==> config.mk <==
export PLATFORM = sky130hd
export DESIGN_NAME = flash_write_suspend_lock_ctrl
export DESIGN_NICKNAME = d
export VERILOG_FILES = /design/src/hw/flash_lock_pkg.sv /design/src/hw/poll_divider.sv /design/src/hw/flash_bus_cycle.sv /design/src/hw/flash_write_suspend_lock_ctrl.sv
export SDC_FILE = /design/constraint.sdc
export NUM_CORES = 1
export LEC_CHECK = 0
export BUFFER_PORTS_ARGS = -buffer_cell sky130_fd_sc_hd__buf_2
export CAP_MARGIN = 15
export CORE_ASPECT_RATIO = 0.6
export CORE_UTILIZATION = 45
export DETAILED_ROUTE_END_ITERATION = 10
export PLACE_DENSITY = 0.66
export SLEW_MARGIN = 20
export SYNTH_ARGS = -nofsm -noshare
export SYNTH_HDL_FRONTEND = slang
export SYNTH_HIERARCHICAL = 1
export SYNTH_SLANG_ARGS = --single-unit
==> constraint.sdc <==
create_clock -name mclk -period 5 [get_ports mclk]
set_clock_uncertainty 0.1 [all_clocks]
set_input_delay 0.25 -clock mclk [delete_from_list [all_inputs] [get_ports mclk]]
set_output_delay 0.25 -clock mclk [all_outputs]
set_load 0.01 [all_outputs]
==> src/hw/flash_lock_pkg.sv <==
// Operation
// - After a suspend the controller writes read-status and checks the suspended bit.
// - While suspended the controller holds write-protect unchanged and reset/power-down high, unless power-down is written in the cycle the suspend poll completes.
// - Set lock-bit is a setup write then a confirm write at the target address.
// - After set lock-bit the controller checks program fault and clears status on error.
// - After clear lock-bits the controller checks erase fault and clears status on error.
// - A clear aborted by power-down leaves lock bits unknown; repeat the clear.
package flash_lock_pkg;
	localparam int CLK_NS        = 25;
	localparam int T_SETUP_NS    = 25;
	localparam int T_STROBE_NS   = 75;
	localparam int T_HOLD_NS     = 25;
	localparam int T_POLL_NS     = 1000;
	localparam int T_RES_GAP_NS  = 20000;

	// Least times, so round up and never below one cycle.
	function automatic int cycles_up(input int ns);
		int c;
		c = (ns + CLK_NS - 1) / CLK_NS;
		return (c < 1) ? 1 : c;
	endfunction : cycles_up

	localparam int SETUP_CYC     = cycles_up(T_SETUP_NS);
	localparam int STROBE_CYC    = cycles_up(T_STROBE_NS);
	localparam int HOLD_CYC      = cycles_up(T_HOLD_NS);
	localparam int POLL_CYC      = cycles_up(T_POLL_NS);
	localparam int RES_GAP_CYC   = cycles_up(T_RES_GAP_NS);

	localparam logic [7:0] REG_CTRL   = 8'h00;
	localparam logic [7:0] REG_CFG    = 8'h04;
	localparam logic [7:0] REG_ADDR   = 8'h08;
	localparam logic [7:0] REG_DATA   = 8'h0C;
	localparam logic [7:0] REG_STATUS = 8'h10;
	localparam logic [7:0] REG_RDATA  = 8'h14;

	localparam int CFG_POWERDOWN     = 0;
	localparam int CFG_WP_HIGH       = 1;
	localparam int STAT_BUSY         = 8;
	localparam int STAT_SUSPENDED    = 9;
	localparam int STAT_FAULT        = 10;
	localparam int STAT_REFUSED      = 11;
	localparam int STAT_LOCK_UNKNOWN = 12;
	localparam int STAT_RDY_PIN      = 13;

	localparam int SR_READY          = 7;
	localparam int SR_ERASE_FAULT    = 5;
	localparam int SR_PROG_FAULT     = 4;
	localparam int SR_SUPPLY_LOW     = 3;
	localparam int SR_SUSPENDED      = 2;
	localparam int SR_LOCK_VIOL      = 1;
	localparam logic [7:0] SR_FAULT_MASK = 8'h3A;

	localparam logic [7:0] CMD_READ_STATUS = 8'h70;
	localparam logic [7:0] CMD_WORD_WRITE  = 8'h40;

	typedef enum logic [3:0] {
		OP_PROGRAM,
		OP_SUSPEND,
		OP_RESUME,
		OP_SET_BLOCK_LOCK,
		OP_SET_PERM_LOCK,
		OP_CLEAR_LOCKS,
		OP_READ_ARRAY,
		OP_READ_STATUS,
		OP_CLEAR_STATUS
	} op_type;
endpackage : flash_lock_pkg

==> src/hw/poll_divider.sv <==
module poll_divider
	import flash_lock_pkg::*;
#(
	parameter int PERIOD = POLL_CYC
) (
	input  wire logic mclk,
	input  wire logic resetn,
	input  wire logic run,
	output logic      tick
);
	localparam int CW = $clog2(PERIOD + 1);

	typedef struct packed {
		logic [CW-1:0] cnt;
		logic          tick;
	} div_type;

	div_type cur;
	div_type nx;

	always_comb begin
		nx = cur;
		nx.tick = 1'b0;
		if (!run) begin
			nx.cnt = '0;
		end else if (cur.cnt == CW'(PERIOD - 1)) begin
			nx.cnt = '0;
			nx.tick = 1'b1;
		end else begin
			nx.cnt = cur.cnt + 1'b1;
		end
	end

	always_ff @(posedge mclk) begin
		if (!resetn) begin
			cur <= '0;
		end else begin
			cur <= nx;
		end
	end

	assign tick = cur.tick;
endmodule : poll_divider

==> src/hw/flash_bus_cycle.sv <==
module flash_bus_cycle
	import flash_lock_pkg::*;
#(
	parameter int AW = 21,
	parameter int DW = 16
) (
	input  wire logic          mclk,
	input  wire logic          resetn,
	input  wire logic          start,
	input  wire logic          write,
	input  wire logic          abort,
	input  wire logic [AW-1:0] addr,
	input  wire logic [DW-1:0] wdata,
	input  wire logic [DW-1:0] dq_in,
	output logic               done,
	output logic [DW-1:0]      rdata,
	output logic [AW-1:0]      flash_addr,
	output logic [DW-1:0]      dq_out,
	output logic               dq_oe,
	output logic               ce_n,
	output logic               oe_n,
	output logic               we_n
);
	localparam int CW = 4;

	typedef enum logic [1:0] {P_IDLE, P_SETUP, P_STROBE, P_HOLD} phase_type;

	typedef struct packed {
		phase_type     phase;
		logic [CW-1:0] cnt;
		logic          write;
		logic          done;
		logic [DW-1:0] rdata;
		logic [AW-1:0] flash_addr;
		logic [DW-1:0] dq_out;
		logic          dq_oe;
		logic          ce_n;
		logic          oe_n;
		logic          we_n;
	} cyc_type;

	cyc_type cur;
	cyc_type nx;

	always_comb begin
		nx = cur;
		nx.done = 1'b0;
		unique case (cur.phase)
			P_IDLE: begin
				if (start) begin
					nx.phase = P_SETUP;
					nx.cnt = CW'(SETUP_CYC - 1);
					nx.write = write;
					nx.flash_addr = addr;
					nx.dq_out = wdata;
					nx.dq_oe = write;
					nx.ce_n = 1'b0;
				end
			end
			P_SETUP: begin
				if (cur.cnt == '0) begin
					nx.phase = P_STROBE;
					nx.cnt = CW'(STROBE_CYC - 1);
					nx.we_n = !cur.write;
					nx.oe_n = cur.write;
				end else begin
					nx.cnt = cur.cnt - 1'b1;
				end
			end
			P_STROBE: begin
				if (cur.cnt == '0) begin
					// Data are latched by the device on the rising write strobe.
					if (!cur.write) begin
						nx.rdata = dq_in;
					end
					nx.phase = P_HOLD;
					nx.cnt = CW'(HOLD_CYC - 1);
					nx.we_n = 1'b1;
					nx.oe_n = 1'b1;
				end else begin
					nx.cnt = cur.cnt - 1'b1;
				end
			end
			P_HOLD: begin
				if (cur.cnt == '0) begin
					nx.phase = P_IDLE;
					nx.ce_n = 1'b1;
					nx.dq_oe = 1'b0;
					nx.done = 1'b1;
				end else begin
					nx.cnt = cur.cnt - 1'b1;
				end
			end
		endcase
		// Power-down cuts a cycle short; the pins return to idle at once.
		if (abort) begin
			nx.phase = P_IDLE;
			nx.done = 1'b0;
			nx.ce_n = 1'b1;
			nx.oe_n = 1'b1;
			nx.we_n = 1'b1;
			nx.dq_oe = 1'b0;
		end
	end

	always_ff @(posedge mclk) begin
		if (!resetn) begin
			cur <= '0;
			cur.ce_n <= 1'b1;
			cur.oe_n <= 1'b1;
			cur.we_n <= 1'b1;
		end else begin
			cur <= nx;
		end
	end

	assign done = cur.done;
	assign rdata = cur.rdata;
	assign flash_addr = cur.flash_addr;
	assign dq_out = cur.dq_out;
	assign dq_oe = cur.dq_oe;
	assign ce_n = cur.ce_n;
	assign oe_n = cur.oe_n;
	assign we_n = cur.we_n;

	no_contend_a: assert property (@(posedge mclk) disable iff (!resetn) dq_oe |-> oe_n)
		else $error("Data driven while the device output is enabled.");
	we_width_a: assert property (@(posedge mclk) disable iff (!resetn) $fell(we_n) |-> (!we_n && !ce_n) [*3])
		else $error("Write strobe shorter than its least width.");
endmodule : flash_bus_cycle

==> src/hw/flash_write_suspend_lock_ctrl.sv <==
module flash_write_suspend_lock_ctrl
	import flash_lock_pkg::*;
#(
	parameter int         AW                = 21,
	parameter int         DW                = 16,
	parameter int         GAP_CYC           = RES_GAP_CYC,
	parameter int         POLL_PERIOD       = POLL_CYC,
	parameter logic [7:0] SUSPEND_CODE      = 8'hB0,
	parameter logic [7:0] RESUME_CODE       = 8'hD0,
	parameter logic [7:0] LOCK_SETUP_CODE   = 8'h60,
	parameter logic [7:0] BLOCK_CONFIRM     = 8'h01,
	parameter logic [7:0] PERM_CONFIRM      = 8'hF1,
	parameter logic [7:0] CLEAR_SETUP_CODE  = 8'h60,
	parameter logic [7:0] CLEAR_CONFIRM     = 8'hD0,
	parameter logic [7:0] READ_ARRAY_CODE   = 8'hFF,
	parameter logic [7:0] CLEAR_STATUS_CODE = 8'h50
) (
	input  wire logic          mclk,
	input  wire logic          resetn,
	input  wire logic [7:0]    addr,
	input  wire logic [31:0]   wdata,
	input  wire logic          wr,
	input  wire logic          rd,
	output logic [31:0]        rdata,
	output logic [AW-1:0]      flash_addr,
	output logic [DW-1:0]      dq_out,
	output logic               dq_oe,
	input  wire logic [DW-1:0] dq_in,
	output logic               ce_n,
	output logic               oe_n,
	output logic               we_n,
	output logic               reset_powerdown_n,
	output logic               write_protect_n,
	input  wire logic          ready_busy_n
);
	localparam int GW = $clog2(GAP_CYC + 1);

	typedef enum logic [2:0] {ST_IDLE, ST_CMD1, ST_CMD2, ST_WAIT, ST_POLL, ST_CLEAR, ST_READ} step_type;

	typedef struct packed {
		step_type      step;
		op_type        op;
		logic          issued;
		logic [AW-1:0] addr;
		logic [DW-1:0] data;
		logic [7:0]    sr;
		logic [DW-1:0] rd_word;
		logic [31:0]   rdata;
		logic          suspended;
		logic [AW-1:0] susp_addr;
		logic          fault;
		logic          refused;
		logic          lock_unknown;
		logic          rbn;
		logic          rp_n;
		logic          wp_n;
		logic [GW-1:0] gap;
		logic          cyc_start;
		logic          cyc_write;
		logic          cyc_abort;
		logic [AW-1:0] cyc_addr;
		logic [DW-1:0] cyc_wdata;
	} state_type;

	state_type     cur;
	state_type     nx;
	logic          tick;
	logic          cyc_done;
	logic [DW-1:0] cyc_rdata;
	op_type        req_op;
	logic          req_legal;
	logic          susp_ok;
	logic          take_idle;
	logic          take_suspend;
	logic          accept;

	function automatic logic [DW-1:0] cmd_word(input logic [7:0] code);
		return {{(DW-8){1'b0}}, code};
	endfunction : cmd_word

	function automatic logic [DW-1:0] step_word(input step_type s, input op_type o, input logic [DW-1:0] d);
		logic [7:0] c;
		c = CMD_READ_STATUS;
		if (s == ST_CLEAR) begin
			c = CLEAR_STATUS_CODE;
		end else if (s == ST_CMD1) begin
			unique case (o)
				OP_PROGRAM:                         c = CMD_WORD_WRITE;
				OP_SUSPEND:                         c = SUSPEND_CODE;
				OP_RESUME:                          c = RESUME_CODE;
				OP_SET_BLOCK_LOCK, OP_SET_PERM_LOCK: c = LOCK_SETUP_CODE;
				OP_CLEAR_LOCKS:                     c = CLEAR_SETUP_CODE;
				OP_READ_ARRAY:                      c = READ_ARRAY_CODE;
				OP_READ_STATUS:                     c = CMD_READ_STATUS;
				OP_CLEAR_STATUS:                    c = CLEAR_STATUS_CODE;
			endcase
		end else if (s == ST_CMD2) begin
			if (o == OP_PROGRAM) begin
				return d;
			end else if (o == OP_SET_BLOCK_LOCK) begin
				c = BLOCK_CONFIRM;
			end else if (o == OP_SET_PERM_LOCK) begin
				c = PERM_CONFIRM;
			end else if (o == OP_CLEAR_LOCKS) begin
				c = CLEAR_CONFIRM;
			end
		end
		return cmd_word(c);
	endfunction : step_word

	// --------------------------------------------------------------
	// Command acceptance
	// --------------------------------------------------------------
	assign req_op = op_type'(wdata[3:0]);
	assign req_legal = wdata[3:0] <= OP_CLEAR_STATUS;
	assign susp_ok = (req_op == OP_READ_STATUS) || (req_op == OP_RESUME) ||
		((req_op == OP_READ_ARRAY) && (cur.addr != cur.susp_addr));
	assign take_idle = (cur.step == ST_IDLE) && cur.rp_n && (req_op != OP_SUSPEND) &&
		(cur.suspended ? susp_ok : (req_op != OP_RESUME));
	assign take_suspend = (req_op == OP_SUSPEND) && (cur.step == ST_WAIT) && !cur.suspended &&
		((cur.op == OP_PROGRAM) || (cur.op == OP_RESUME)) && (cur.gap == '0);
	assign accept = req_legal && (take_idle || take_suspend);

	// --------------------------------------------------------------
	// Sequencer and register port
	// --------------------------------------------------------------
	always_comb begin
		nx = cur;
		nx.cyc_start = 1'b0;
		nx.cyc_abort = 1'b0;
		nx.rdata = '0;
		nx.rbn = ready_busy_n;
		if (cur.gap != '0) begin
			nx.gap = cur.gap - 1'b1;
		end
		// Clears come first so that a flag raised in the same cycle survives.
		if (wr && (addr == REG_STATUS)) begin
			if (wdata[STAT_FAULT]) begin
				nx.fault = 1'b0;
			end
			if (wdata[STAT_REFUSED]) begin
				nx.refused = 1'b0;
			end
		end
		unique case (cur.step)
			ST_IDLE: begin
			end
			ST_WAIT: begin
				if (tick) begin
					nx.step = ST_POLL;
				end
			end
			ST_CMD1, ST_CMD2, ST_POLL, ST_CLEAR, ST_READ: begin
				if (!cur.issued) begin
					nx.issued = 1'b1;
					nx.cyc_start = 1'b1;
					nx.cyc_write = (cur.step != ST_POLL) && (cur.step != ST_READ);
					nx.cyc_addr = cur.addr;
					nx.cyc_wdata = step_word(cur.step, cur.op, cur.data);
				end else if (cyc_done) begin
					nx.issued = 1'b0;
					if (cur.step == ST_CMD1) begin
						if (cur.op == OP_RESUME) begin
							nx.step = ST_WAIT;
							nx.suspended = 1'b0;
							nx.gap = GW'(GAP_CYC);
						end else if ((cur.op == OP_READ_ARRAY) || (cur.op == OP_READ_STATUS)) begin
							nx.step = ST_READ;
						end else if (cur.op == OP_CLEAR_STATUS) begin
							nx.step = ST_IDLE;
						end else begin
							nx.step = ST_CMD2;
						end
					end else if (cur.step == ST_CMD2) begin
						nx.step = ST_WAIT;
					end else if (cur.step == ST_POLL) begin
						nx.sr = cyc_rdata[7:0];
						if (!cyc_rdata[SR_READY]) begin
							nx.step = ST_WAIT;
						end else begin
							if (cur.op == OP_SUSPEND) begin
								nx.suspended = cyc_rdata[SR_SUSPENDED];
							end
							if ((cyc_rdata[7:0] & SR_FAULT_MASK) != 8'h00) begin
								nx.fault = 1'b1;
								nx.step = ST_CLEAR;
							end else begin
								nx.step = ST_IDLE;
								if (cur.op == OP_CLEAR_LOCKS) begin
									nx.lock_unknown = 1'b0;
								end
							end
						end
					end else if (cur.step == ST_CLEAR) begin
						nx.step = ST_IDLE;
					end else begin
						nx.rd_word = cyc_rdata;
						if (cur.op == OP_READ_STATUS) begin
							nx.sr = cyc_rdata[7:0];
						end
						nx.step = ST_IDLE;
					end
				end
			end
		endcase
		if (wr) begin
			case (addr)
				REG_CTRL: begin
					if (accept) begin
						nx.op = req_op;
						nx.step = ST_CMD1;
						nx.issued = 1'b0;
						if (take_suspend) begin
							nx.susp_addr = cur.addr;
						end
					end else begin
						nx.refused = 1'b1;
					end
				end
				REG_CFG: begin
					if (cur.suspended || ((cur.step != ST_IDLE) && (wdata[CFG_WP_HIGH] != cur.wp_n))) begin
						nx.refused = 1'b1;
					end else begin
						nx.wp_n = wdata[CFG_WP_HIGH];
						nx.rp_n = !wdata[CFG_POWERDOWN];
						if (wdata[CFG_POWERDOWN] && (cur.step != ST_IDLE)) begin
							nx.step = ST_IDLE;
							nx.issued = 1'b0;
							nx.cyc_start = 1'b0;
							nx.cyc_abort = 1'b1;
							if (cur.op == OP_CLEAR_LOCKS) begin
								nx.lock_unknown = 1'b1;
							end
						end
					end
				end
				REG_ADDR, REG_DATA: begin
					if (cur.step != ST_IDLE) begin
						nx.refused = 1'b1;
					end else if (addr == REG_ADDR) begin
						nx.addr = wdata[AW-1:0];
					end else begin
						nx.data = wdata[DW-1:0];
					end
				end
				default: begin
				end
			endcase
		end
		if (rd) begin
			case (addr)
				REG_CTRL:   nx.rdata = 32'(cur.op);
				REG_CFG: begin
					nx.rdata[CFG_WP_HIGH] = cur.wp_n;
					nx.rdata[CFG_POWERDOWN] = !cur.rp_n;
				end
				REG_ADDR:   nx.rdata = 32'(cur.addr);
				REG_DATA:   nx.rdata = 32'(cur.data);
				REG_RDATA:  nx.rdata = 32'(cur.rd_word);
				REG_STATUS: begin
					nx.rdata[7:0] = cur.sr;
					nx.rdata[STAT_BUSY] = cur.step != ST_IDLE;
					nx.rdata[STAT_SUSPENDED] = cur.suspended;
					nx.rdata[STAT_FAULT] = cur.fault;
					nx.rdata[STAT_REFUSED] = cur.refused;
					nx.rdata[STAT_LOCK_UNKNOWN] = cur.lock_unknown;
					nx.rdata[STAT_RDY_PIN] = cur.rbn;
				end
				default:    nx.rdata = '0;
			endcase
		end
	end

	always_ff @(posedge mclk) begin
		if (!resetn) begin
			cur <= '0;
			cur.rp_n <= 1'b1;
			cur.rbn <= 1'b1;
		end else begin
			cur <= nx;
		end
	end

	assign rdata = cur.rdata;
	assign reset_powerdown_n = cur.rp_n;
	assign write_protect_n = cur.wp_n;

	poll_divider #(.PERIOD(POLL_PERIOD)) u_poll (
		.mclk   (mclk),
		.resetn (resetn),
		.run    (cur.step == ST_WAIT),
		.tick   (tick)
	);

	flash_bus_cycle #(.AW(AW), .DW(DW)) u_cycle (
		.mclk       (mclk),
		.resetn     (resetn),
		.start      (cur.cyc_start),
		.write      (cur.cyc_write),
		.abort      (cur.cyc_abort),
		.addr       (cur.cyc_addr),
		.wdata      (cur.cyc_wdata),
		.dq_in      (dq_in),
		.done       (cyc_done),
		.rdata      (cyc_rdata),
		.flash_addr (flash_addr),
		.dq_out     (dq_out),
		.dq_oe      (dq_oe),
		.ce_n       (ce_n),
		.oe_n       (oe_n),
		.we_n       (we_n)
	);

	susp_status_a: assert property (@(posedge mclk) disable iff (!resetn)
		(cyc_done && cur.issued && cur.step == ST_CMD1 && cur.op == OP_SUSPEND) |->
		##[1:3] (cur.cyc_start && cur.cyc_write && cur.cyc_wdata == cmd_word(CMD_READ_STATUS)))
		else $error("No read-status write after a suspend.");
	rp_held_a: assert property (@(posedge mclk) disable iff (!resetn) cur.suspended |-> cur.rp_n)
		else $error("Power-down asserted while suspended.");
	wp_stable_a: assert property (@(posedge mclk) disable iff (!resetn)
		(cur.suspended && $past(cur.suspended)) |-> $stable(cur.wp_n))
		else $error("Write-protect changed while suspended.");
	lock_setup_a: assert property (@(posedge mclk) disable iff (!resetn)
		(cur.cyc_start && cur.step == ST_CMD1 && (cur.op == OP_SET_BLOCK_LOCK || cur.op == OP_SET_PERM_LOCK))
		|-> cur.cyc_write && cur.cyc_wdata == cmd_word(LOCK_SETUP_CODE))
		else $error("Lock setup write carries the wrong code.");
	block_confirm_a: assert property (@(posedge mclk) disable iff (!resetn)
		(cur.cyc_start && cur.step == ST_CMD2 && cur.op == OP_SET_BLOCK_LOCK)
		|-> cur.cyc_wdata == cmd_word(BLOCK_CONFIRM) && cur.cyc_addr == cur.addr)
		else $error("Block lock confirm has the wrong code or address.");
	prog_fault_a: assert property (@(posedge mclk) disable iff (!resetn)
		(cyc_done && cur.issued && cur.step == ST_POLL && cur.op == OP_SET_BLOCK_LOCK &&
		cyc_rdata[SR_READY] && cyc_rdata[SR_PROG_FAULT] && !(wr && addr == REG_CFG))
		|-> ##[1:3] (cur.cyc_start && cur.cyc_wdata == cmd_word(CLEAR_STATUS_CODE)))
		else $error("Program fault not followed by a status clear.");
	erase_fault_a: assert property (@(posedge mclk) disable iff (!resetn)
		(cyc_done && cur.issued && cur.step == ST_POLL && cur.op == OP_CLEAR_LOCKS &&
		cyc_rdata[SR_READY] && cyc_rdata[SR_ERASE_FAULT] && !(wr && addr == REG_CFG))
		|-> ##[1:3] (cur.cyc_start && cur.cyc_wdata == cmd_word(CLEAR_STATUS_CODE)))
		else $error("Erase fault not followed by a status clear.");
	abort_unknown_a: assert property (@(posedge mclk) disable iff (!resetn)
		(wr && addr == REG_CFG && wdata[CFG_POWERDOWN] && wdata[CFG_WP_HIGH] == cur.wp_n &&
		cur.step != ST_IDLE && cur.op == OP_CLEAR_LOCKS && !cur.suspended)
		|=> (cur.lock_unknown && !reset_powerdown_n) ##1 ce_n)
		else $error("Aborted clear did not mark lock bits unknown.");
endmodule : flash_write_suspend_lock_ctrl

Yosys cells after proc, flatten, opt, wreduce, memory -nomap -nowiden --
Cells that the tools add are included.
Storage, ports and cells: register bits 251, bits in latches 0, RAM bits 0, bits in read-only memories 0, logic and storage cells 272, memories 0
Operators by class: $add $sub $neg 3, multiply operators 0, divide/modulo/power cells 0, magnitude comparators 1, eq/ne operators 41, shift-type cells 0, muxes and demuxes 116, bitwise logic cells 14, reductions and logical operators 62
Operators by type and width (count):
- 2-to-1 mux 16 bit | 6
- 2-to-1 mux 8 bit | 10
- 2-to-1 mux 37 bit | 2
- case mux 12 bit (5 select lines) | 1
- case mux 8 bit (7 select lines) | 1
- 2-to-1 mux 1 bit | 51
- 2-to-1 mux 10 bit | 5
- 2-to-1 mux 45 bit | 1
- 2-to-1 mux 3 bit | 12
- == test 4 x 3 -> 1 bit (second input constant) | 6
- 2-to-1 mux 24 bit | 1
- case mux 6 bit (4 select lines) | 1
- 2-to-1 mux 21 bit | 1
- != test 21 bit | 1
- case mux 7 bit (3 select lines) | 1
- 2-to-1 mux 2 bit | 10
- == test 8 x 4 -> 1 bit (second input constant) | 2
- == test 8 x 5 -> 1 bit (second input constant) | 2
- 2-to-1 mux 4 bit | 4
- AND reduction 4 bit | 4
- AND reduction 3 bit | 5
- NOT 1 bit | 14
- AND reduction 7 bit | 2
- logical AND 1 bit | 13
- 44 further kinds | 81

Depth between registers and ports, before layout --
Gate-level depths: netlist of run 1.
depth in word-level cells 15, gate-level depth with buffers 9, mapped depth without buffers 8

By module --
The synthesis of run 1 kept the hierarchy.
By module, submodules not included:
- flash_write_suspend_lock_ctrl | times used 1, cells each 929, area an instance 7633.6 sq um, seq. area each 3363.2 sq um
- flash_bus_cycle | times used 1, cells each 369, area an instance 3110.5 sq um, seq. area each 1301.2 sq um
- poll_divider | times used 1, cells each 29, area an instance 275.3 sq um, seq. area each 140.1 sq um

Least setup slack after synthesis of run 1 --
OpenSTA, ideal clock, no wires.
kind reg2reg, from reg cur[40] (netlist bit), to reg cur[172] (netlist bit), arrival 2.021 ns, setup slack 2.807 ns, stages on the path, launching flop included 10, buffers on the path 1, cells stage by stage dfxtp_1 -> inv_1 -> ha_1 -> nor2b_1 -> nand4b_4 -> or4b_1 -> nand4_1 -> and3_1 -> buf_6 -> mux2i_1
Between the ends: cells in the longest elaborated chain, start to end 5
Ends and longest elaborated chain:
- start: declaration | line flash_write_suspend_lock_ctrl.sv:65 | state_type cur;
- start signal: assignment | line flash_write_suspend_lock_ctrl.sv:280 | cur <= nx;
- logical NOT 10 bit | line flash_write_suspend_lock_ctrl.sv:121 | ((cur.op == OP_PROGRAM) || (cur.op == OP_RESUME)) && (cur.gap == '0);
- logical AND 1 bit | line flash_write_suspend_lock_ctrl.sv:121
- logical OR 1 bit | line flash_write_suspend_lock_ctrl.sv:122 | assign accept = req_legal && (take_idle || take_suspend);
- logical AND 1 bit | line flash_write_suspend_lock_ctrl.sv:122
- AND reduction 3 bit (no source line)
No other way between the ends. A chain may end at the register's enable or synchronous reset.

Worst setup path after layout of run 1 --
from reg cur[177] (netlist bit), to reg cur[68] (netlist bit)
Between the ends: cells in the longest elaborated chain, start to end 8, elaborated cells on any way between the ends 12
Ends and longest elaborated chain:
- == test 3 x 2 -> 1 bit | line flash_write_suspend_lock_ctrl.sv:120 | assign take_suspend = (req_op == OP_SUSPEND) && (cur.step == ST_WAIT) && !cur.suspended &&
- logical AND 1 bit (3 in series) | line flash_write_suspend_lock_ctrl.sv:120
- logical AND 1 bit | line flash_write_suspend_lock_ctrl.sv:121
- logical OR 1 bit | line flash_write_suspend_lock_ctrl.sv:122
- logical AND 1 bit | line flash_write_suspend_lock_ctrl.sv:122
- AND reduction 4 bit (no source line) *
Mark *: on every way between the ends. The rest lies on a longest branch, timed or not.

==> impl_metrics.csv, run 1 <==
group,metric,value,unit
grt,grt_start_max_net_pins,93,
critical_path,worst-path-max-fanout,21,
cells_and_area,most_common_cell_after_layout_fill_and_taps_aside,"sky130_fd_sc_hd__nand2_1",
grt,grt_first_pass_wirelength,45100,µm
route,vias_per_cell,5.36,
job,timing.max_cap.violations,0,
outcome,status,"finished, final reports clean",
clock_tree,cts_root_buf,"sky130_fd_sc_hd__clkbuf_16",
sta,timing_worst_slew_pin_value,1.06,ns
critical_path,ff2ff_setup_slack,2.02,ns
critical_path,worstSetupEndpointType,"flop",
route,drc_errors,0,
grt,grt_use_met3,6.64,%
die,die_area,0.0251,mm²
clock_tree,cts_resized,0,
sta,aggregate_negative_setup_slack,0,ns
die,dieHeight,123,µm
critical_path,critical_path_arrival,3.31,ns
clock_tree,cts.sink_count,240,
logic_synthesis,synth_fa_ha_area_share,0.795,%
logic_synthesis,synth_enable_flop_cells,0,
hold_path,hold_start,"wr",
cells_and_area,layout_common_cells,"291 x sky130_fd_sc_hd__nand2_1, 240 x sky130_fd_sc_hd__dfxtp_1, 113 x sky130_fd_sc_hd__buf_2",
clock_tree,tritoncts,"done",
logic_synthesis,ys_dominant_reg_cell,"sky130_fd_sc_hd__dfxtp_1",
clock_tree,tritoncts.num_buffers,23,
critical_path,ff2ff_path_depth,6,
logic_synthesis,synth-compound-area-share,16.4,%
logic_synthesis,synthArstFlopShare,0,%
sta,fmax,0.335,GHz
power_and_ir_drop,cellPowerDensity,344,mW/mm²
logic_synthesis,synth_area_per_cell,8.30,µm²
placed_design,dp.final_hpwl,20200,µm
grt,grtUsageMet1,36.7,%
cells_and_area,flow.area_growth_from_synthesis,11.2,%
die,io-pin-count,136,
logic_synthesis,seq_area_frac_synth,43.6,%
clock_tree,clockBufferDepth,3,
cells_and_area,post-route-cell-area,0.0122,mm²
sta,timing.final.crit_period,2.98,ns
route,finalWirelength,29100,µm
critical_path,cpMaxStageDelayCell,"sky130_fd_sc_hd__dfxtp_1",
grt,groute.usage.overall,22.9,%
sta,finalCritPeriodShare,59.7,%
critical_path,worst_setup_path_endpoint,"cur[68]",
route,final_antenna_net_count,0,
sta,hold_viol,0,
logic_synthesis,muxShareOfSynthArea,4.25,%
clock_tree,htree_num_levels,1,
critical_path,critical_register_to_register_path_startpoint,"cur[177]",
die,die_w,204,µm
critical_path,setup.worst_path.class,"flop to flop",
logic_synthesis,synthSimpleGateAreaFrac,22.1,%
placed_design,detailed_place.area,0.0111,mm²
route,total_iterations_of_the_first_detailed_routing_run,8,
grt,number_of_antenna_violations_at_the_first_check_in_global_routing,1,
route,via_total_after_detailed_routing,9061,
logic_synthesis,syn_inst,1327,
logic_synthesis,synthXorXnorAreaFrac,2.70,%
power_and_ir_drop,vdd.ir_drop.worst,0.000243,V
route,drtIter0Drc,886,
logic_synthesis,number_of_distinct_standard_cells_referenced_by_the_synthesized_netlist,76,
hold_path,worstHoldPathType,"primary input to flop",
critical_path,worstPathCellList,"nand2_1, or4_1, nor3_2, and2_1, nand2_1, a21oi_1",
sta,setup_repair_after_global_routing_missed_its_margin,"no",
grt,grt_pass1_vias,7943,
power_and_ir_drop,power.static_leakage,4.44,nW
cells_and_area,finalNetCount,1426,
logic_synthesis,synth_area,0.0110,mm²
logic_synthesis,synth.yosys.warnings,6,
logic_synthesis,synth_top_family_by_area,"simple AND/OR/NAND/NOR gates",
power_and_ir_drop,design_power_total,4.21,mW
die,num_rows,43,
sta,maxSlewHeadroom,29.4,%
grt,residual_overflow_from_global_routing,0,
clock_tree,later_pin_clock_latency_in_the_skew_report,0.52,ns
critical_path,worst_path_most_repeated_cell,"sky130_fd_sc_hd__nand2_1",
critical_path,cp_slowest_stage_delay,0.75,ns
die,coreArea,0.0236,mm²
critical_path,worst_r2r_endpoint,"cur[68]",
critical_path,crit_required,5.33,ns
sta,final-max-slew-violation-count,0,
sta,setup_viol,0,
grt,global_route.peak_usage_layer,"met1",
cells_and_area,layout_cell_share_with_drive_strength_beyond_1,14.8,%
critical_path,startpoint_type,"flop",
grt,globalRouteMet2Util,29.2,%
clock_tree,clk_transition_reported_paths,0.07,ns
placed_design,io_buffers,113,
critical_path,critPathLaunch,"cur[177]",
placed_design,gp_routability_congestion,0.924,
die,floorplan.initialDensity,46.8,%
route,drt-wirelength-per-cell,17.2,µm
logic_synthesis,ys_ff_latch,240,
through the flow:
stage | util, % | worst slack [ns] | hold slack, ns | cells
final | 52.0 | 2.02 | 0.0731 | 1690
after global routing | 52.0 | 1.82 | 0.0793 | 1689
after CTS | 51.9 | 2.07 | 0.0526 | 1689
after detailed placement | 47.0 | 2.03 | 0.343 | 1610
after global placement | 47.0 | 2.10 | 0.341 | 1610
after floorplan | - | 2.81 | 0.251 | 1337
sequential cells by signal, indices dropped and copies added (netlist names), 6 cells and up:
name	cells
cur	145
rdata	21
u_cycle/cur	7
u_cycle/dq_out	16
u_cycle/flash_addr	21
u_cycle/rdata	16
u_poll/cur	6
power breakdown:
group | switching (mW) | internal [mW]
logic | 0.215 | 0.166
registers | 0.0358 | 1.95
clock network | 0.772 | 1.07
total | 1.02 | 3.19
cells by family (layout without fill, tap and decap cells):
family,Yosys count,after routing
other,1,12
multiplexers,45,45
AO/OA/AOI/OAI,284,284
buffers and inverters,185,222
AND/OR/NAND/NOR,531,531
XOR/XNOR,34,34
flip-flops,240,240
adder cells (fa/ha/maj),7,7
how the worst min path moves through the flow:
stage	to	slack, ns	cells past startpoint
global route	rdata[14]	0.08	3
finish	cur[55]	0.07	4
global placement	cur[124]	0.34	2
detailed placement	cur[124]	0.34	2
CTS	cur[55]	0.05	4
floorplan	cur[52]	0.25	1
area by class of cell:
class | count | area, µm²
multi-input cells | 912 | 5160
flip-flops and latches | 240 | 4800
well taps | 315 | 394
clock inverters | 15 | 194
diodes | 1 | 2.50
inverters | 19 | 71.3
fillers | 2211 | 11300
clock buffers | 26 | 597
repair buffers | 162 | 1030
per-layer routing:
metal,wire [µm],vias to the layer above,part of all wire (%)
li1,-,4486,-
met1,15000,4225,52
met2,10700,319,37
met3,2960,31,10
met4,401,0,1.4
met5,0,-,0
worst max-delay path: cells and delay by family (launching register included):
family / cells / cell delay (ns)
simple gates: 5 / 1.84
flops: 1 / 0.75
compound gates: 1 / 0.19
cells in the mapped netlist, drive strengths merged (2+ instances only):
library cell / number / share of area, %
a211o: 2 / 0.16
o221ai: 3 / 0.24
ha: 7 / 0.79
a21boi: 57 / 3.9
nor3: 22 / 1.3
nor4b: 4 / 0.32
and3: 2 / 0.11
o21ai: 45 / 2.0
inv: 18 / 0.61
a21oi: 112 / 5.2
and2: 19 / 1.1
nand2b: 10 / 0.57
a211oi: 6 / 0.41
a221oi: 2 / 0.16
or4: 5 / 0.37
xnor2: 22 / 1.7
or2: 5 / 0.28
or3: 7 / 0.45
nand3: 32 / 1.5
nand3b: 2 / 0.14
buf: 117 / 7.8
clkbuf: 49 / 1.7
nor2b: 11 / 0.62
nand4b: 2 / 0.30
nor3b: 4 / 0.27
dfxtp: 240 / 44
nand2: 291 / 9.9
nor2: 90 / 3.1
nor4: 7 / 0.59
nand4: 10 / 0.57
a22oi: 15 / 1.0
o2111ai: 2 / 0.16
o32ai: 4 / 0.32
mux2: 14 / 1.4
mux2i: 31 / 2.8
o211ai: 6 / 0.41
xor2: 12 / 0.95
a31oi: 4 / 0.23
o22ai: 2 / 0.11
o31ai: 2 / 0.14
o41ai: 2 / 0.16
a222oi: 12 / 1.1
or4b: 2 / 0.18
timing repair:
item                                    in CTS  in global routing
buffers inserted                             0                  0
endpoints found under the setup margin       0                  0
hold buffers                                38                  0
hold endpoints to repair                    54                  0
Power figures use the tool's default switching activity.
==> inputs of run 2 (changes only) <==
--- a/config.mk
+++ b/config.mk
@@ -10,7 +10,7 @@
 export CORE_ASPECT_RATIO = 0.6
 export CORE_UTILIZATION = 45
 export DETAILED_ROUTE_END_ITERATION = 10
-export PLACE_DENSITY = 0.66
+export PLACE_DENSITY = 0.69
 export SLEW_MARGIN = 20
 export SYNTH_ARGS = -nofsm -noshare
 export SYNTH_HDL_FRONTEND = slang
==> constraint.sdc (replaced) <==
create_clock -name mclk -period 2.57 [get_ports mclk]
set_clock_uncertainty 0.1 [all_clocks]
set_input_delay 0.1285 -clock mclk [delete_from_list [all_inputs] [get_ports mclk]]
set_output_delay 0.1285 -clock mclk [all_outputs]
set_load 0.01 [all_outputs]
==> run 2 against run 1 <==
Global-route usage grew 1.1 points. Cell count is 2.4% higher. Sequential share of layout area is 1.2 points lower. Die area did not move. First-iteration DRC count is 15% higher. Critical path type unchanged. Largest power group unchanged.
==> impl_metrics.csv, run 2 (synthesis results as in run 1) <==
group,metric,value,unit
outcome,status,"finished, final reports clean",
critical_path,worst-path-max-fanout,4,
grt,groute.usage.overall,24.0,%
route,vias_per_cell,5.39,
placed_design,dp.cells,1649,
die,coreArea,0.0236,mm²
power_and_ir_drop,design_power_total,8.25,mW
sta,hold_viol,0,
sta,finalWorstSetupSlack,0.188,ns
die,num_rows,43,
route,total_iterations_of_the_first_detailed_routing_run,6,
sta,timing_worst_slew_pin_value,0.808,ns
sta,fin_hold_ws,0.0618,ns
power_and_ir_drop,power.net_switching,1.99,mW
grt,grt_first_pass_wirelength,47100,µm
sta,maxSlewHeadroom,45.9,%
sta,final-max-slew-violation-count,0,
sta,aggregate_negative_setup_slack,0,ns
grt,grt_start_max_net_pins,46,
critical_path,ff2ff_setup_slack,0.19,ns
critical_path,worstSetupEndpointType,"flop",
route,final_antenna_net_count,0,
critical_path,critical_register_to_register_path_startpoint,"cur[40]",
critical_path,ff2ff_path_depth,8,
route,drtIter0Drc,1016,
power_and_ir_drop,sequentialPowerShare,46.9,%
die,die_w,204,µm
power_and_ir_drop,cellPowerDensity,654,mW/mm²
power_and_ir_drop,cellInternalPower,6.26,mW
die,die_area,0.0251,mm²
clock_tree,cts_root_buf,"sky130_fd_sc_hd__clkbuf_16",
grt,grt_pass1_vias,8392,
route,drt-wirelength-per-cell,17.4,µm
job,timing.max_cap.violations,0,
cells_and_area,multi_input_area,0.00515,mm²
critical_path,worst_setup_path_endpoint,"cur[174]",
cells_and_area,finalNetCount,1469,
die,dieHeight,123,µm
placed_design,pre_cts_slack,0.185,ns
grt,number_of_antenna_violations_at_the_first_check_in_global_routing,0,
critical_path,crit_required,2.93,ns
clock_tree,clockBufferDepth,3,
sta,finalCritPeriodShare,92.7,%
clock_tree,clk_transition_reported_paths,0.07,ns
clock_tree,later_pin_clock_latency_in_the_skew_report,0.53,ns
cells_and_area,sequential_cell_area,0.00480,mm²
route,via_total_after_detailed_routing,9332,
cells_and_area,layoutNonFillerInstCount,1731,
die,floorplan.initialDensity,46.8,%
clock_tree,tritoncts,"done",
clock_tree,htree_num_levels,1,
cells_and_area,largest_register,"cur",
cells_and_area,insertedDiodeCount,0,
cells_and_area,largest_register_ffs,145,
sta,fmax,0.420,GHz
power_and_ir_drop,comb_power_share,9.5,%
route,drc_errors,0,
placed_design,dp.final_hpwl,22000,µm
power_and_ir_drop,power.share.switching,24.1,%
sta,setup_repair_after_global_routing_missed_its_margin,"no",
cells_and_area,flow.area_growth_from_synthesis,14.5,%
critical_path,setup.worst_path.class,"flop to flop",
cells_and_area,most_common_cell_after_layout_fill_and_taps_aside,"sky130_fd_sc_hd__nand2_1",
placed_design,gp_routability_congestion,0.967,
die,io-pin-count,136,
grt,residual_overflow_from_global_routing,0,
critical_path,worst_r2r_endpoint,"cur[174]",
cells_and_area,n_fill_cell,2210,
critical_path,startpoint_type,"flop",
hold_path,worstHoldPathType,"primary input to flop",
critical_path,critPathLaunch,"cur[40]",
clock_tree,tritoncts.num_buffers,23,
power_and_ir_drop,power.static_leakage,4.67,nW
route,finalWirelength,30100,µm
cells_and_area,layout_cell_share_with_drive_strength_beyond_1,16.7,%
placed_design,io_buffers,113,
sta,timing.final.crit_period,2.38,ns
power_and_ir_drop,vdd.ir_drop.worst,0.000486,V
cells_and_area,layout_common_cells,"291 x sky130_fd_sc_hd__nand2_1, 240 x sky130_fd_sc_hd__dfxtp_1, 113 x sky130_fd_sc_hd__buf_2",
critical_path,critical_path_arrival,2.75,ns
power_and_ir_drop,power.share.clock,43.7,%
clock_tree,cts.sink_count,240,
sta,setup_viol,0,
## run 2: cell types whose count changed in the layout (fill, tap and decap cells not counted), moves of 2 or more
cell | before | now
sky130_fd_sc_hd__buf_4 | 11 | 46
sky130_fd_sc_hd__nor2_1 | 88 | 90
sky130_fd_sc_hd__dlygate4sd3_1 | 38 | 42
sky130_fd_sc_hd__clkinv_2 | 5 | 2
sky130_fd_sc_hd__clkbuf_1 | 2 | 5
sky130_fd_sc_hd__clkinvlp_4 | 3 | 1
sky130_fd_sc_hd__nor2_2 | 2 | 0
sky130_fd_sc_hd__buf_12 | 0 | 4
## run 2: area by class of cell
| cell class | count | area share, % |
|---|---|---|
| Multi-Input combinational cell | 912 | 40.8 |
| Sequential cell | 240 | 38.1 |
| Timing Repair Buffer | 205 | 11.2 |
| Clock buffer | 30 | 4.93 |
| Tap cell | 315 | 3.12 |
| Clock inverter | 10 | 1.32 |
| Inverter | 19 | 0.565 |
## run 2: through the flow
stage	utilization (%)	cell area (µm²)
3_3_place_gp	48.4	11400
6_report	53.6	12600
4_1_cts	53.5	12600
3_5_place_dp	48.4	11400
5_1_grt	53.6	12600
2_1_floorplan	-	11100
## run 2: timing repair
| action | CTS | global route |
|---|---|---|
| buffers inserted | 0 | 0 |
| hold endpoints to repair | 73 | 0 |
| gates resized for setup | 0 | 2 |
| hold buffers | 42 | 0 |
| setup endpoints to repair | 0 | 1 |
## run 2: worst min path at each step
stage,from,cells past startpoint,slack (ns),endpoint
5_1_grt,addr[3],4,0.07,cur[37]
2_1_floorplan,ready_busy_n,1,0.13,cur[52]
6_report,addr[3],4,0.06,cur[37]
3_3_place_gp,ready_busy_n,2,0.22,cur[52]
4_1_cts,addr[3],4,0.03,cur[37]
3_5_place_dp,ready_busy_n,2,0.22,cur[52]
## run 2: per-layer routing
metal  global-route usage, %  routed length, µm  vias up
met5                       0                  0        -
met4                    3.50                276        0
met3                    6.51               3230       23
met2                    32.0              11700      384
met1                    37.8              14900     4353
li1                        -                  -     4572
## run 2: power by group through the flow
stage / Sequential (mW) / Clock, mW / Combinational [mW]
2_1_floorplan: 3.94 / 0 / 0.548
3_3_place_gp: 3.94 / 0 / 0.707
3_5_place_dp: 3.95 / 0 / 0.727
4_1_cts: 3.87 / 3.65 / 0.780
5_1_grt: 3.88 / 3.82 / 0.865
6_report: 3.87 / 3.60 / 0.783
## run 2: worst max-delay path, cell delays in order (launching register included)
cell	delay (ns)
sky130_fd_sc_hd__dfxtp_1	0.33
sky130_fd_sc_hd__inv_1	0.06
sky130_fd_sc_hd__ha_1	0.15
sky130_fd_sc_hd__nor2b_1	0.35
sky130_fd_sc_hd__nand4b_4	0.15
sky130_fd_sc_hd__or4b_1	0.56
sky130_fd_sc_hd__nand4_1	0.11
sky130_fd_sc_hd__and3_1	0.30
sky130_fd_sc_hd__mux2i_1	0.21
